[config.mk]
export PLATFORM = sky130hd
export DESIGN_NAME = bfp_top
export DESIGN_NICKNAME = d
export VERILOG_FILES = /design/src/design/bfp_pkg.sv /design/src/design/bfp_sync.sv /design/src/design/bfp_decode.sv /design/src/design/bfp_top.sv
export SDC_FILE = /design/constraint.sdc
export NUM_CORES = 1
export LEC_CHECK = 0
export ABC_AREA = 1
export ABC_CLOCK_PERIOD_IN_PS = 2500
export CAP_MARGIN = 20
export CORE_MARGIN = 5
export CORE_UTILIZATION = 40
export DETAILED_ROUTE_END_ITERATION = 10
export DONT_BUFFER_PORTS = 1
export SYNTH_ARGS = -nofsm -noshare
export SYNTH_HDL_FRONTEND = slang
export SYNTH_HIERARCHICAL = 1
export SYNTH_SLANG_ARGS = --single-unit
[constraint.sdc]
create_clock -name ref_clk -period 2.5 [get_ports ref_clk]
set_clock_uncertainty 0.15 [all_clocks]
set_input_delay 0.125 -clock ref_clk [delete_from_list [all_inputs] [get_ports ref_clk]]
set_output_delay 0.125 -clock ref_clk [all_outputs]
set_load 0.1 [all_outputs]
[src/design/bfp_pkg.sv]
`default_nettype none

package bfp_pkg;

    // ********************************************************************
    // register map, byte addresses
    // ********************************************************************
    localparam int          ADDR_W         = 12;
    localparam logic [11:0] ADDR_FUSE      = 12'h6e0;  // serial flash config fuse word
    localparam logic [11:0] ADDR_STATUS    = 12'h6e4;
    localparam logic [11:0] ADDR_OFFSET    = 12'h6e8;
    localparam logic [11:0] ADDR_SIZE      = 12'h6ec;
    localparam logic [11:0] ADDR_CTRL      = 12'h6f0;

    // ********************************************************************
    // fuse word fields
    // ********************************************************************
    localparam int DUMMY_LSB   = 8;
    localparam int SIZE_LSB    = 12;
    localparam int OFFSET_LSB  = 16;
    localparam int TYPE_LSB    = 2;                    // within boot config byte 1

    // ********************************************************************
    // status and control fields
    // ********************************************************************
    localparam int ST_VALID    = 0;
    localparam int ST_FUSEMODE = 1;
    localparam int ST_PROBE    = 2;
    localparam int ST_TYPE_LSB = 3;
    localparam int ST_REMAP    = 5;
    localparam int ST_DAUTO    = 6;
    localparam int ST_DUM_LSB  = 8;
    localparam int ST_STRAP0   = 16;
    localparam int ST_STRAP1   = 17;
    localparam int ST_PSTRAP   = 18;
    localparam int ST_CHANGED  = 24;
    localparam int ST_DONE     = 31;
    localparam int CTRL_DONE   = 0;
    localparam logic [31:0] RESET_WORD = 32'h0000_0000;

    // ********************************************************************
    // sizes and timing
    // ********************************************************************
    localparam int          BYTES_W     = 26;          // 255 * 256 KB fits in 26 bits
    localparam int          SEG_SHIFT   = 18;          // 256 KB
    localparam int          MB_SHIFT    = 20;          // 1 MB
    localparam logic [3:0]  SIZE_MB_MAX = 4'hc;
    localparam logic [1:0]  SETTLE_CNT  = 2'h3;        // synchroniser fill before capture

    typedef enum logic [1:0] {
        FT_QUAD_NOR, FT_OCTAL_A, FT_OCTAL_B, FT_OCTAL_C
    } bfp_ftype_t;

    // decoded settings handed to the serial boot path
    typedef struct packed {
        logic               valid;
        logic               fuseMode;
        logic               autoProbe;
        bfp_ftype_t         flashType;
        logic               remapEn;
        logic [BYTES_W-1:0] secImageOffset;
        logic [BYTES_W-1:0] imageSize;
        logic               dummyAuto;
        logic [3:0]         dummyCycles;
    } bfp_cfg_t;

    // raw boot-time inputs
    typedef struct packed {
        logic        autoProbeFuse;
        logic        bootFuseSelect;
        logic [7:0]  bootConfigByte1;
        logic [31:0] fuseWord;
    } bfp_fuse_t;

    // remap offset field to bytes
    function automatic logic [BYTES_W-1:0] offsetBytes(input logic [7:0] field);
        offsetBytes = BYTES_W'({field, SEG_SHIFT'(0)});
    endfunction : offsetBytes

    // image size field to bytes
    function automatic logic [BYTES_W-1:0] sizeBytes(input logic [3:0] field,
                                                     input logic [7:0] offs);
        logic [3:0] quarters;
        quarters = field - SIZE_MB_MAX;
        if (field == 4'h0) begin
            sizeBytes = offsetBytes(offs);
        end else if (field <= SIZE_MB_MAX) begin
            sizeBytes = BYTES_W'({field, MB_SHIFT'(0)});
        end else begin
            sizeBytes = BYTES_W'({quarters, SEG_SHIFT'(0)});
        end
    endfunction : sizeBytes

endpackage : bfp_pkg

`default_nettype wire

[src/design/bfp_sync.sv]
`timescale 1ns/10ps
`default_nettype none

module bfp_sync
    import bfp_pkg::*;
#(
    parameter int W = 3
) (
    input  wire logic         ref_clk,  // system clock
    input  wire logic         srst,     // synchronous reset
    input  wire logic [W-1:0] pinIn,    // asynchronous pin levels
    output logic      [W-1:0] syncOut   // levels in the clock domain
);

    logic [W-1:0] stage1;
    logic [W-1:0] next_stage1;
    logic [W-1:0] next_syncOut;

    // first stage feeds only the second
    always_comb begin
        next_stage1  = pinIn;
        next_syncOut = stage1;
    end

    always_ff @(posedge ref_clk) begin
        if (srst) begin
            stage1  <= '0;
            syncOut <= '0;
        end else begin
            stage1  <= next_stage1;
            syncOut <= next_syncOut;
        end
    end

endmodule : bfp_sync

`default_nettype wire

[src/design/bfp_decode.sv]
`timescale 1ns/10ps
`default_nettype none

module bfp_decode
    import bfp_pkg::*;
(
    input  wire logic      probeStrap,  // synchronised probe enable strap
    input  wire logic      typeStrap0,  // synchronised flash type strap 0
    input  wire logic      typeStrap1,  // synchronised flash type strap 1
    input  wire bfp_fuse_t fuse,        // fuse values
    output bfp_cfg_t       cfg          // decoded settings, combinational
);

    logic [7:0] offField;
    logic [3:0] sizeField;
    logic [3:0] dumField;

    // purely combinational; the top registers the result once
    always_comb begin
        offField  = fuse.fuseWord[OFFSET_LSB +: 8];
        sizeField = fuse.fuseWord[SIZE_LSB +: 4];
        dumField  = fuse.fuseWord[DUMMY_LSB +: 4];
        cfg       = '0;
        cfg.valid    = 1'b1;
        cfg.fuseMode = fuse.bootFuseSelect;
        if (fuse.bootFuseSelect) begin
            cfg.autoProbe = fuse.autoProbeFuse & fuse.bootFuseSelect;
            cfg.flashType = bfp_ftype_t'(fuse.bootConfigByte1[TYPE_LSB +: 2]);
        end else begin
            cfg.autoProbe = probeStrap;
            cfg.flashType = bfp_ftype_t'({typeStrap1, typeStrap0});
        end
        cfg.remapEn        = (offField != 8'h00);
        cfg.secImageOffset = offsetBytes(offField);
        cfg.imageSize      = sizeBytes(sizeField, offField);
        cfg.dummyAuto      = (dumField == 4'h0);
        cfg.dummyCycles    = dumField;
    end

endmodule : bfp_decode

`default_nettype wire

[src/design/bfp_top.sv]
`timescale 1ns/10ps
`default_nettype none

module bfp_top
    import bfp_pkg::*;
(
    input  wire logic              ref_clk,          // 25 MHz system clock
    input  wire logic              srst,             // synchronous reset, active high
    // boot-time sources
    input  wire logic              autoProbeFuse,    // auto-probe enable fuse
    input  wire logic              boot_fuse_select, // boot configuration from fuses
    input  wire logic [7:0]        boot_config_byte1,// boot configuration byte 1
    input  wire logic [31:0]       fuseWord,         // serial flash config fuse word
    input  wire logic              probe_enable_strap, // pin: request auto-probe
    input  wire logic              flash_type_strap0,  // pin: flash type bit 0
    input  wire logic              flash_type_strap1,  // pin: flash type bit 1
    // settings to the serial boot path
    output bfp_cfg_t               cfg,              // decoded settings
    output logic                   bootDone,         // software marks boot done
    // apb slave
    input  wire logic              psel,             // select
    input  wire logic              penable,          // access phase
    input  wire logic              pwrite,           // write when high
    input  wire logic [ADDR_W-1:0] paddr,            // byte address
    input  wire logic [31:0]       pwdata,           // write data
    input  wire logic [3:0]        pstrb,            // byte strobes
    output logic                   pready,           // transfer done
    output logic [31:0]            prdata,           // read data
    output logic                   pslverr           // error answer
);

    // ********************************************************************
    // pin synchronisers
    // ********************************************************************
    logic [2:0] strapSync;

    // straps are board pins, so two flops before anything looks at them
    bfp_sync #(
        .W (3)
    ) u_sync (
        .ref_clk (ref_clk),
        .srst    (srst),
        .pinIn   ({probe_enable_strap, flash_type_strap1, flash_type_strap0}),
        .syncOut (strapSync)
    );

    logic strap0Lvl;
    logic strap1Lvl;
    logic probeLvl;

    assign strap0Lvl = strapSync[0];
    assign strap1Lvl = strapSync[1];
    assign probeLvl  = strapSync[2];

    // ********************************************************************
    // decoder
    // ********************************************************************
    bfp_fuse_t fuseIn;
    bfp_cfg_t  decoded;

    assign fuseIn = '{autoProbeFuse:   autoProbeFuse,
                      bootFuseSelect:  boot_fuse_select,
                      bootConfigByte1: boot_config_byte1,
                      fuseWord:        fuseWord};

    bfp_decode u_decode (
        .probeStrap (probeLvl),
        .typeStrap0 (strap0Lvl),
        .typeStrap1 (strap1Lvl),
        .fuse       (fuseIn),
        .cfg        (decoded)
    );

    // ********************************************************************
    // one-shot capture sequencer
    // ********************************************************************
    typedef enum logic [1:0] {
        SEQ_SETTLE, SEQ_CAPTURE, SEQ_HOLD
    } bfp_seq_t;

    bfp_seq_t    seqState;
    bfp_seq_t    next_seqState;
    logic [1:0]  settleCnt;
    logic [1:0]  next_settleCnt;
    bfp_cfg_t    next_cfg;
    logic [31:0] fuseCopy;
    logic [31:0] next_fuseCopy;
    logic [2:0]  strapCopy;
    logic [2:0]  next_strapCopy;

    // wait for the synchronisers to hold real pin levels, then capture once;
    // fuse or strap changes later are ignored so the boot path sees one value
    always_comb begin
        next_seqState  = seqState;
        next_settleCnt = settleCnt;
        next_cfg       = cfg;
        next_fuseCopy  = fuseCopy;
        next_strapCopy = strapCopy;
        case (seqState)
            SEQ_SETTLE: begin
                if (settleCnt == SETTLE_CNT) begin
                    next_seqState = SEQ_CAPTURE;
                end else begin
                    next_settleCnt = settleCnt + 2'h1;
                end
            end
            SEQ_CAPTURE: begin
                next_cfg       = decoded;
                next_fuseCopy  = fuseWord;
                next_strapCopy = strapSync;
                next_seqState  = SEQ_HOLD;
            end
            SEQ_HOLD: begin
                next_seqState = SEQ_HOLD;
            end
            default: begin
                next_seqState = SEQ_SETTLE;
            end
        endcase
    end

    always_ff @(posedge ref_clk) begin
        if (srst) begin
            seqState  <= SEQ_SETTLE;
            settleCnt <= 2'h0;
            cfg       <= '0;
            fuseCopy  <= RESET_WORD;
            strapCopy <= 3'h0;
        end else begin
            seqState  <= next_seqState;
            settleCnt <= next_settleCnt;
            cfg       <= next_cfg;
            fuseCopy  <= next_fuseCopy;
            strapCopy <= next_strapCopy;
        end
    end

    // ********************************************************************
    // strap watch
    // ********************************************************************
    logic strapChanged;
    logic next_strapChanged;
    logic strapEvent;
    logic chgClear;

    // straps moving after capture do not alter settings, but software is told;
    // a new change in the clearing cycle wins over the clear
    assign strapEvent = (seqState == SEQ_HOLD) && (strapSync != strapCopy);

    always_comb begin
        next_strapChanged = (strapChanged & ~chgClear) | strapEvent;
    end

    always_ff @(posedge ref_clk) begin
        if (srst) begin
            strapChanged <= 1'b0;
        end else begin
            strapChanged <= next_strapChanged;
        end
    end

    // ********************************************************************
    // apb slave
    // ********************************************************************
    logic        accessReq;
    logic        accessDone;
    logic        wrDone;
    logic        next_pready;
    logic [31:0] next_prdata;
    logic        next_pslverr;
    logic        next_bootDone;
    logic [31:0] statusWord;

    // one wait state: pready rises in the second access cycle, and the write
    // lands on the edge where the master sees pready high
    assign accessReq  = psel && penable && !pready;
    assign accessDone = psel && penable && pready;
    assign wrDone     = accessDone && pwrite && !pslverr;
    assign chgClear   = wrDone && (paddr == ADDR_STATUS) && pstrb[ST_CHANGED / 8]
                        && pwdata[ST_CHANGED];

    // live status view
    always_comb begin
        statusWord                          = 32'h0000_0000;
        statusWord[ST_VALID]                = cfg.valid;
        statusWord[ST_FUSEMODE]             = cfg.fuseMode;
        statusWord[ST_PROBE]                = cfg.autoProbe;
        statusWord[ST_TYPE_LSB +: 2]        = cfg.flashType;
        statusWord[ST_REMAP]                = cfg.remapEn;
        statusWord[ST_DAUTO]                = cfg.dummyAuto;
        statusWord[ST_DUM_LSB +: 4]         = cfg.dummyCycles;
        statusWord[ST_STRAP0]               = strap0Lvl;
        statusWord[ST_STRAP1]               = strap1Lvl;
        statusWord[ST_PSTRAP]               = probeLvl;
        statusWord[ST_CHANGED]              = strapChanged;
        statusWord[ST_DONE]                 = bootDone;
    end

    // answer decode; writes to read-only words and any access to an unmapped address are errors
    always_comb begin
        next_pready  = 1'b0;
        next_prdata  = prdata;
        next_pslverr = 1'b0;
        if (accessReq) begin
            next_pready = 1'b1;
            next_prdata = 32'h0000_0000;
            if (paddr == ADDR_FUSE) begin
                next_prdata  = fuseCopy;
                next_pslverr = pwrite;
            end else if (paddr == ADDR_STATUS) begin
                next_prdata  = statusWord;
            end else if (paddr == ADDR_OFFSET) begin
                next_prdata  = 32'(cfg.secImageOffset);
                next_pslverr = pwrite;
            end else if (paddr == ADDR_SIZE) begin
                next_prdata  = 32'(cfg.imageSize);
                next_pslverr = pwrite;
            end else if (paddr == ADDR_CTRL) begin
                next_prdata  = {31'h0000_0000, bootDone};
            end else begin
                next_pslverr = 1'b1;
            end
        end
    end

    // control bit handed straight to the boot path
    always_comb begin
        next_bootDone = bootDone;
        if (wrDone && (paddr == ADDR_CTRL) && pstrb[CTRL_DONE / 8]) begin
            next_bootDone = pwdata[CTRL_DONE];
        end
    end

    always_ff @(posedge ref_clk) begin
        if (srst) begin
            pready   <= 1'b0;
            prdata   <= 32'h0000_0000;
            pslverr  <= 1'b0;
            bootDone <= 1'b0;
        end else begin
            pready   <= next_pready;
            prdata   <= next_prdata;
            pslverr  <= next_pslverr;
            bootDone <= next_bootDone;
        end
    end

endmodule : bfp_top

`default_nettype wire

Word-level counts from Yosys, hierarchy flattened

Index checks and enable logic that the tools add are counted.
W data, S select, Z words.

Add/subtract/negate cells: 2
Magnitude comparators: 1
Eq/ne operators: 10
Mux-type cells: 16
Bitwise operators: 6
Reduce and logical (&&, ||, !) cells: 20

Operators with widths:

| cell                   | number |
|---|---|
| $mux W26               | 3 |
| $mux W32               | 2 |
| $eq A12 B11 Y1 const B | 5 |
| $mux W24               | 1 |
| $logic_and A1 B1 Y1    | 11 |
| $logic_not A4 Y1       | 2 |
| $reduce_bool A8 Y1     | 1 |
| $mux W1                | 7 |
| $eq A2 B2 Y1 const B   | 2 |
| $le A4 B4 Y1 const B   | 1 |
| $pmux W2 S2            | 1 |
| $reduce_or A2 Y1       | 2 |
| $sub A4 B4 Y4 const B  | 1 |
| $mux W3                | 1 |
| $ne A3 B3 Y1           | 1 |
| $not A1 Y1             | 3 |
| $add A2 B1 Y2 const B  | 1 |
| $and A1 B1 Y1          | 2 |
| $eq A2 B1 Y1 const B   | 1 |
| $logic_not A1 Y1       | 2 |
| $logic_not A2 Y1       | 1 |
| $mux W2                | 1 |
| $ne A2 B2 Y1 const B   | 1 |
| $reduce_and A2 Y1      | 1 |
| $or A1 B1 Y1           | 1 |

Flip-flop bits (word level): 126
Input bits: 98
Output and inout port bits: 98
Logic and storage cells: 75

Depth between registers and ports, before layout

Word-level depth: 10
Depth in mapped cells: 11
Depth with buffers taken out: 10

Hierarchy

Netlist, hierarchy kept.

Modules (own cells, without submodules):

| module     | times used | cells an instance | area each (sq um) | sequential area each (sq um) |
|---|---|---|---|---|
| bfp_top    | 1          | 821               | 5,868.1           | 2,762.6 |
| bfp_decode | 1          | 103               | 630.6             | 0.0 |
| bfp_sync   | 1          | 18                | 165.2             | 120.1 |

Worst setup path after synthesis

No wires, ideal clock.

Kind: reg2reg
Start: register pready
End: register prdata[10]
Setup time: 0.070 ns
Arrival: 1.850 ns
Data required time: 2.280 ns
Setup slack: 0.429 ns
Stages on the path, launching flop included: 6
Buffers on the path: 1
Period minus slack after synthesis: 2.071 ns
Path through: dfxtp_1 -> nor2_1 -> inv_1 -> clkbuf_1 -> nand2_1 -> a21oi_1

Longest elaborated chain between the ends: 2

RTL lines:

| what                     | RTL line       | RTL |
|---|---|---|
| start: declaration       | bfp_top.sv:27  | `output logic pready,` |
| start signal: assignment | bfp_top.sv:241 | `pready <= next_pready;` |
| $logic_not A1 Y1         | bfp_top.sv:176 | `assign accessReq = psel && penable && !pready;` |
| $logic_and A1 B1 Y1      | bfp_top.sv:176 |  |
| end signal: assignment   | bfp_top.sv:242 | `prdata <= next_prdata;` |
| end: declaration         | bfp_top.sv:28  | `output logic [31:0] prdata,` |

Every way passes these cells.
A chain may end at the register's enable or synchronous reset.

Worst setup path in the final report

Start: input port penable
End: register strapChanged

Longest elaborated chain between the ends: 10

RTL lines:

| what                              | RTL line       | RTL |
|---|---|---|
| start: declaration                | bfp_top.sv:22  | `input wire logic penable,` |
| $logic_and A1 B1 Y1 (2 in series) | bfp_top.sv:177 | `assign accessDone = psel && penable && pready;` |
| $logic_and A1 B1 Y1 (2 in series) | bfp_top.sv:178 | `assign wrDone = accessDone && pwrite && !pslverr;` |
| $logic_and A1 B1 Y1 (2 in series) | bfp_top.sv:179 | `assign chgClear = wrDone && (paddr == ADDR_STATUS) && pstrb[ST_CHANGED / 8]` |
| $logic_and A1 B1 Y1               | bfp_top.sv:180 | `&& pwdata[ST_CHANGED];` |
| $not A1 Y1                        | bfp_top.sv:151 | `next_strapChanged = (strapChanged & ~chgClear) \| strapEvent;` |
| $and A1 B1 Y1                     | bfp_top.sv:151 |  |
| $or A1 B1 Y1                      | bfp_top.sv:151 |  |
| end signal: assignment            | bfp_top.sv:158 | `strapChanged <= next_strapChanged;` |
| end: declaration                  | bfp_top.sv:141 | `logic strapChanged;` |

Every way passes these cells.

==> key figures <==
Outcome
  – Status: finished clean

Min path
  – Worst hold path type: in -> reg

Yosys
  – Seq cells post-synth: about 140
  – Ys Warns: 6
  – Mux cell area share after synthesis: 0%
  – Post-synthesis simple-gate area fraction: roughly 25%
  – Post-synthesis xor/xnor area fraction: less than 1%
  – Synth top area share: 43.3%
  – Synth Area in Adders: approximately 1.1%
  – Post-synth top area cell: dfxtp_1
  – Avg Cell Area, Syn: 7.07 µm²
  – Largest family of logic cells by synthesized area: simple AND/OR/NAND/NOR gates
  – Complex-gate fraction of the synthesized area: 17.0%
  – Synth area leaders: dfxtp_1, nor2_1, o21ai_0, nand2_1, buf_4
  – Synthesized cell area: 6660 µm²
  – Mapped Cells: 942
  – Post-synthesis sequential area ratio: ~43%
  – Synth unique cells: 33

STA
  – Total negative slack: 0 ps
  – Fmax: 0.418 GHz
  – Final setup vio count: 0
  – Worst-Margin Slew: 862 ps
  – Final Hold Fails: 0
  – Worst slew margin: ~42%
  – Fin crit period: 2390 ps
  – Max-slew violations: 0
  – Final worst path period share: 95.7%

Clock network
  – CTS max path bufs: 2
  – Worst-Skew Late Latency: 410 ps
  – CTS tree: done
  – H-Tree Level Count: 4
  – Clock-pin slew on the worst setup and hold paths: 60 ps
  – CTS sink count: about 140
  – CTS buffer count: 17
  – CTS Root Cell: clkbuf_16

Die
  – Starting density of the core: 40.5%
  – Die ar.: 19300 µm²
  – Die Span X: 139 µm
  – Core area: 16500 µm²
  – Rows: 47
  – Die height: 139 µm
  – I/O pins: 196

Worst setup path
  – Critical-path cell list: dlygate4sd3_1 -> nand2_1 -> dlygate4sd3_1 -> nor3_2 -> nand3_1 -> dlygate4sd3_1 -> o21ai_0 -> a21oi_1
  – Most used cell, CP: dlygate4sd3_1
  – Crit path DAT: ~2500 ps
  – Max incr delay on CP: roughly 600 ps
  – CP startpoint kind: primary input
  – Crit path max fanout: 2
  – Required time at the worst-slack endpoint: 2610 ps
  – WS Path Type: in -> reg
  – Critical Path Slowest Stage Cell: dlygate4sd3_1
  – CP endpoint kind: flip-flop

Finish
  – Ant diodes: 0
  – Finished Layout Cells: 1284
  – Layout cells sized above 1: around 15%
  – Area grow syn2layout: 25.7%
  – Fillcell total: 1622
  – Commonest non-fill, non-tap cells in the layout: nor2_1, o21ai_0, dfxtp_1
  – Nets: roughly 1200
  – Commonest non-fill, non-tap cell in the layout: nor2_1

Routing
  – WL/cell: 15.5 µm
  – Post-Route WL: approximately 20000 µm
  – Post-DR vias/cell: 4.80
  – DRT antenna net count: 0
  – Vias: slightly above 6000
  – TritonRoute pass-1 iters: 4
  – Residual DRC: 0
  – Iter 0 DRT Violations: 397

Power
  – Worst IR Drop VDD: 487 µV
  – Int Power: 4.57 mW
  – Sw Ratio: 41.7%
  – Clock power frac: 29.8%
  – Total Power: 7.83 mW
  – Comb pwr share: 34.6%
  – LEAKAGE: 4.00 nW
  – Power density of the placed cells: 935 nW/µm²
  – Sw power: roughly 3.3 mW
  – Reg power frac: 35.6%

Global routing
  – GRT overflow: 0
  – Vias in the first global route: around 6000
  – Largest net degree at the start of global routing: approximately 90
  – First-pass GRT wire length: 31600 µm
  – Antenna violations before repair: 0
  – Global-route usage over all layers: 20.2%

Placement
  – Inst Count DP: 1202
  – GP Congestion: about 0.83
  – PortBufs: 0
  – DP HPWL: approximately 13000 µm

Job
  – MaxCap Viol Count: 0
worst paths after layout:
kind / from / endpoint / slack [ps] / depth (start not counted)
setup / recovery: penable / strapChanged / 110 / 8
setup reg to reg: pready / pslverr / 300 / 6
hold reg to reg: u_sync/next_syncOut[2] / u_sync/syncOut[2] / 260 / 2
hold / removal: fuseWord[15] / cfg[26] / 40 / 6
worst max-delay path, delay by kind of cell:
| kind | cells | cell delay [ps] |
|---|---|---|
| buffers and inverters | 3 | 1700 |
| AOI/OAI and AO/OA | 2 | 260 |
| and+or+nand+nor | 3 | 410 |
synth_stat cells, drive strengths merged:
library cell / count
o21a: 1
clkbuf: 37
nor2: 221
o21ai: 156
xor2: 3
conb: 2
buf: 72
o2111ai: 14
nor3b: 1
ha: 6
nand3: 34
nand3b: 14
nor3: 4
clkinv: 2
nand2: 135
o31ai: 1
a31oi: 11
a21boi: 1
nand4: 1
inv: 55
dfxtp: 144
a21oi: 27
power groups by stage:
| stage | combinational [mW] | clock, mW | sequential, mW |
|---|---|---|---|
| floorplan | 0.653 | 0 | 4.31 |
| CTS | 2.73 | 2.39 | 2.79 |
| global route | 2.87 | 2.51 | 2.83 |
| finish | 2.71 | 2.34 | 2.79 |
| detailed placement | 2.64 | 0 | 2.84 |
| global placement | 2.61 | 0 | 2.83 |
registers in the layout, indices dropped and copies added (netlist names), 2 cells and up:
signal               cells
cfg                     63
fuseCopy                32
prdata                  32
strapCopy                3
u_sync/next_syncOut      3
u_sync/syncOut           3
seqState                 2
settleCnt                2
routing by layer:
layer / part of all wire [%] / vias up / GRT usage (%)
li1: - / 3184 / -
met1: 42 / 2759 / 24.7
met2: 48 / 193 / 33.6
met3: 7.7 / 29 / 6.93
met4: 2.5 / 0 / 6.64
met5: 0 / - / 0
cells by family (layout without fill, tap and decap cells):
logic type,count (synthesis),in the layout
AOI/OAI and AO/OA,211,211
xor gates and xnor gates,3,3
adders and majority gates,6,6
buffers and inverters,166,253
DFF,144,144
other,2,37
and+or+nand+nor,410,410
metrics by stage:
| step | hold slack (ps) | util [%] | setup WS (ps) | cell area (µm²) |
|---|---|---|---|---|
| floorplan | 46.2 | - | 429 | 6800 |
| global placement | 47.9 | 44.5 | 570 | 7320 |
| detailed placement | 50.2 | 44.5 | 551 | 7320 |
| CTS | 13.7 | 50.8 | 85.9 | 8370 |
| global route | 83.5 | 50.9 | -14.5 | 8380 |
| finish | 40.8 | 50.9 | 107 | 8380 |
final cells by class:
| class | instances | area [µm²] | share of cell area (%) |
|---|---|---|---|
| clock buffers | 21 | 450 | 5.38 |
| flip-flops and latches | 144 | 2880 | 34.4 |
| repair buffers | 165 | 1390 | 16.6 |
| multi-input cells | 667 | 3070 | 36.6 |
| well taps | 220 | 275 | 3.29 |
| clock inverters | 10 | 88.8 | 1.06 |
| inverters | 57 | 220 | 2.63 |
what timing repair did:
action | CTS | global route
endpoints found under the hold margin | 85 | 0
setup endpoints to repair | 0 | 1
gates resized for setup | 0 | 1
hold buffers | 51 | 0
buffers inserted | 0 | 0
Note: power is estimated with default switching activity, not from simulation.
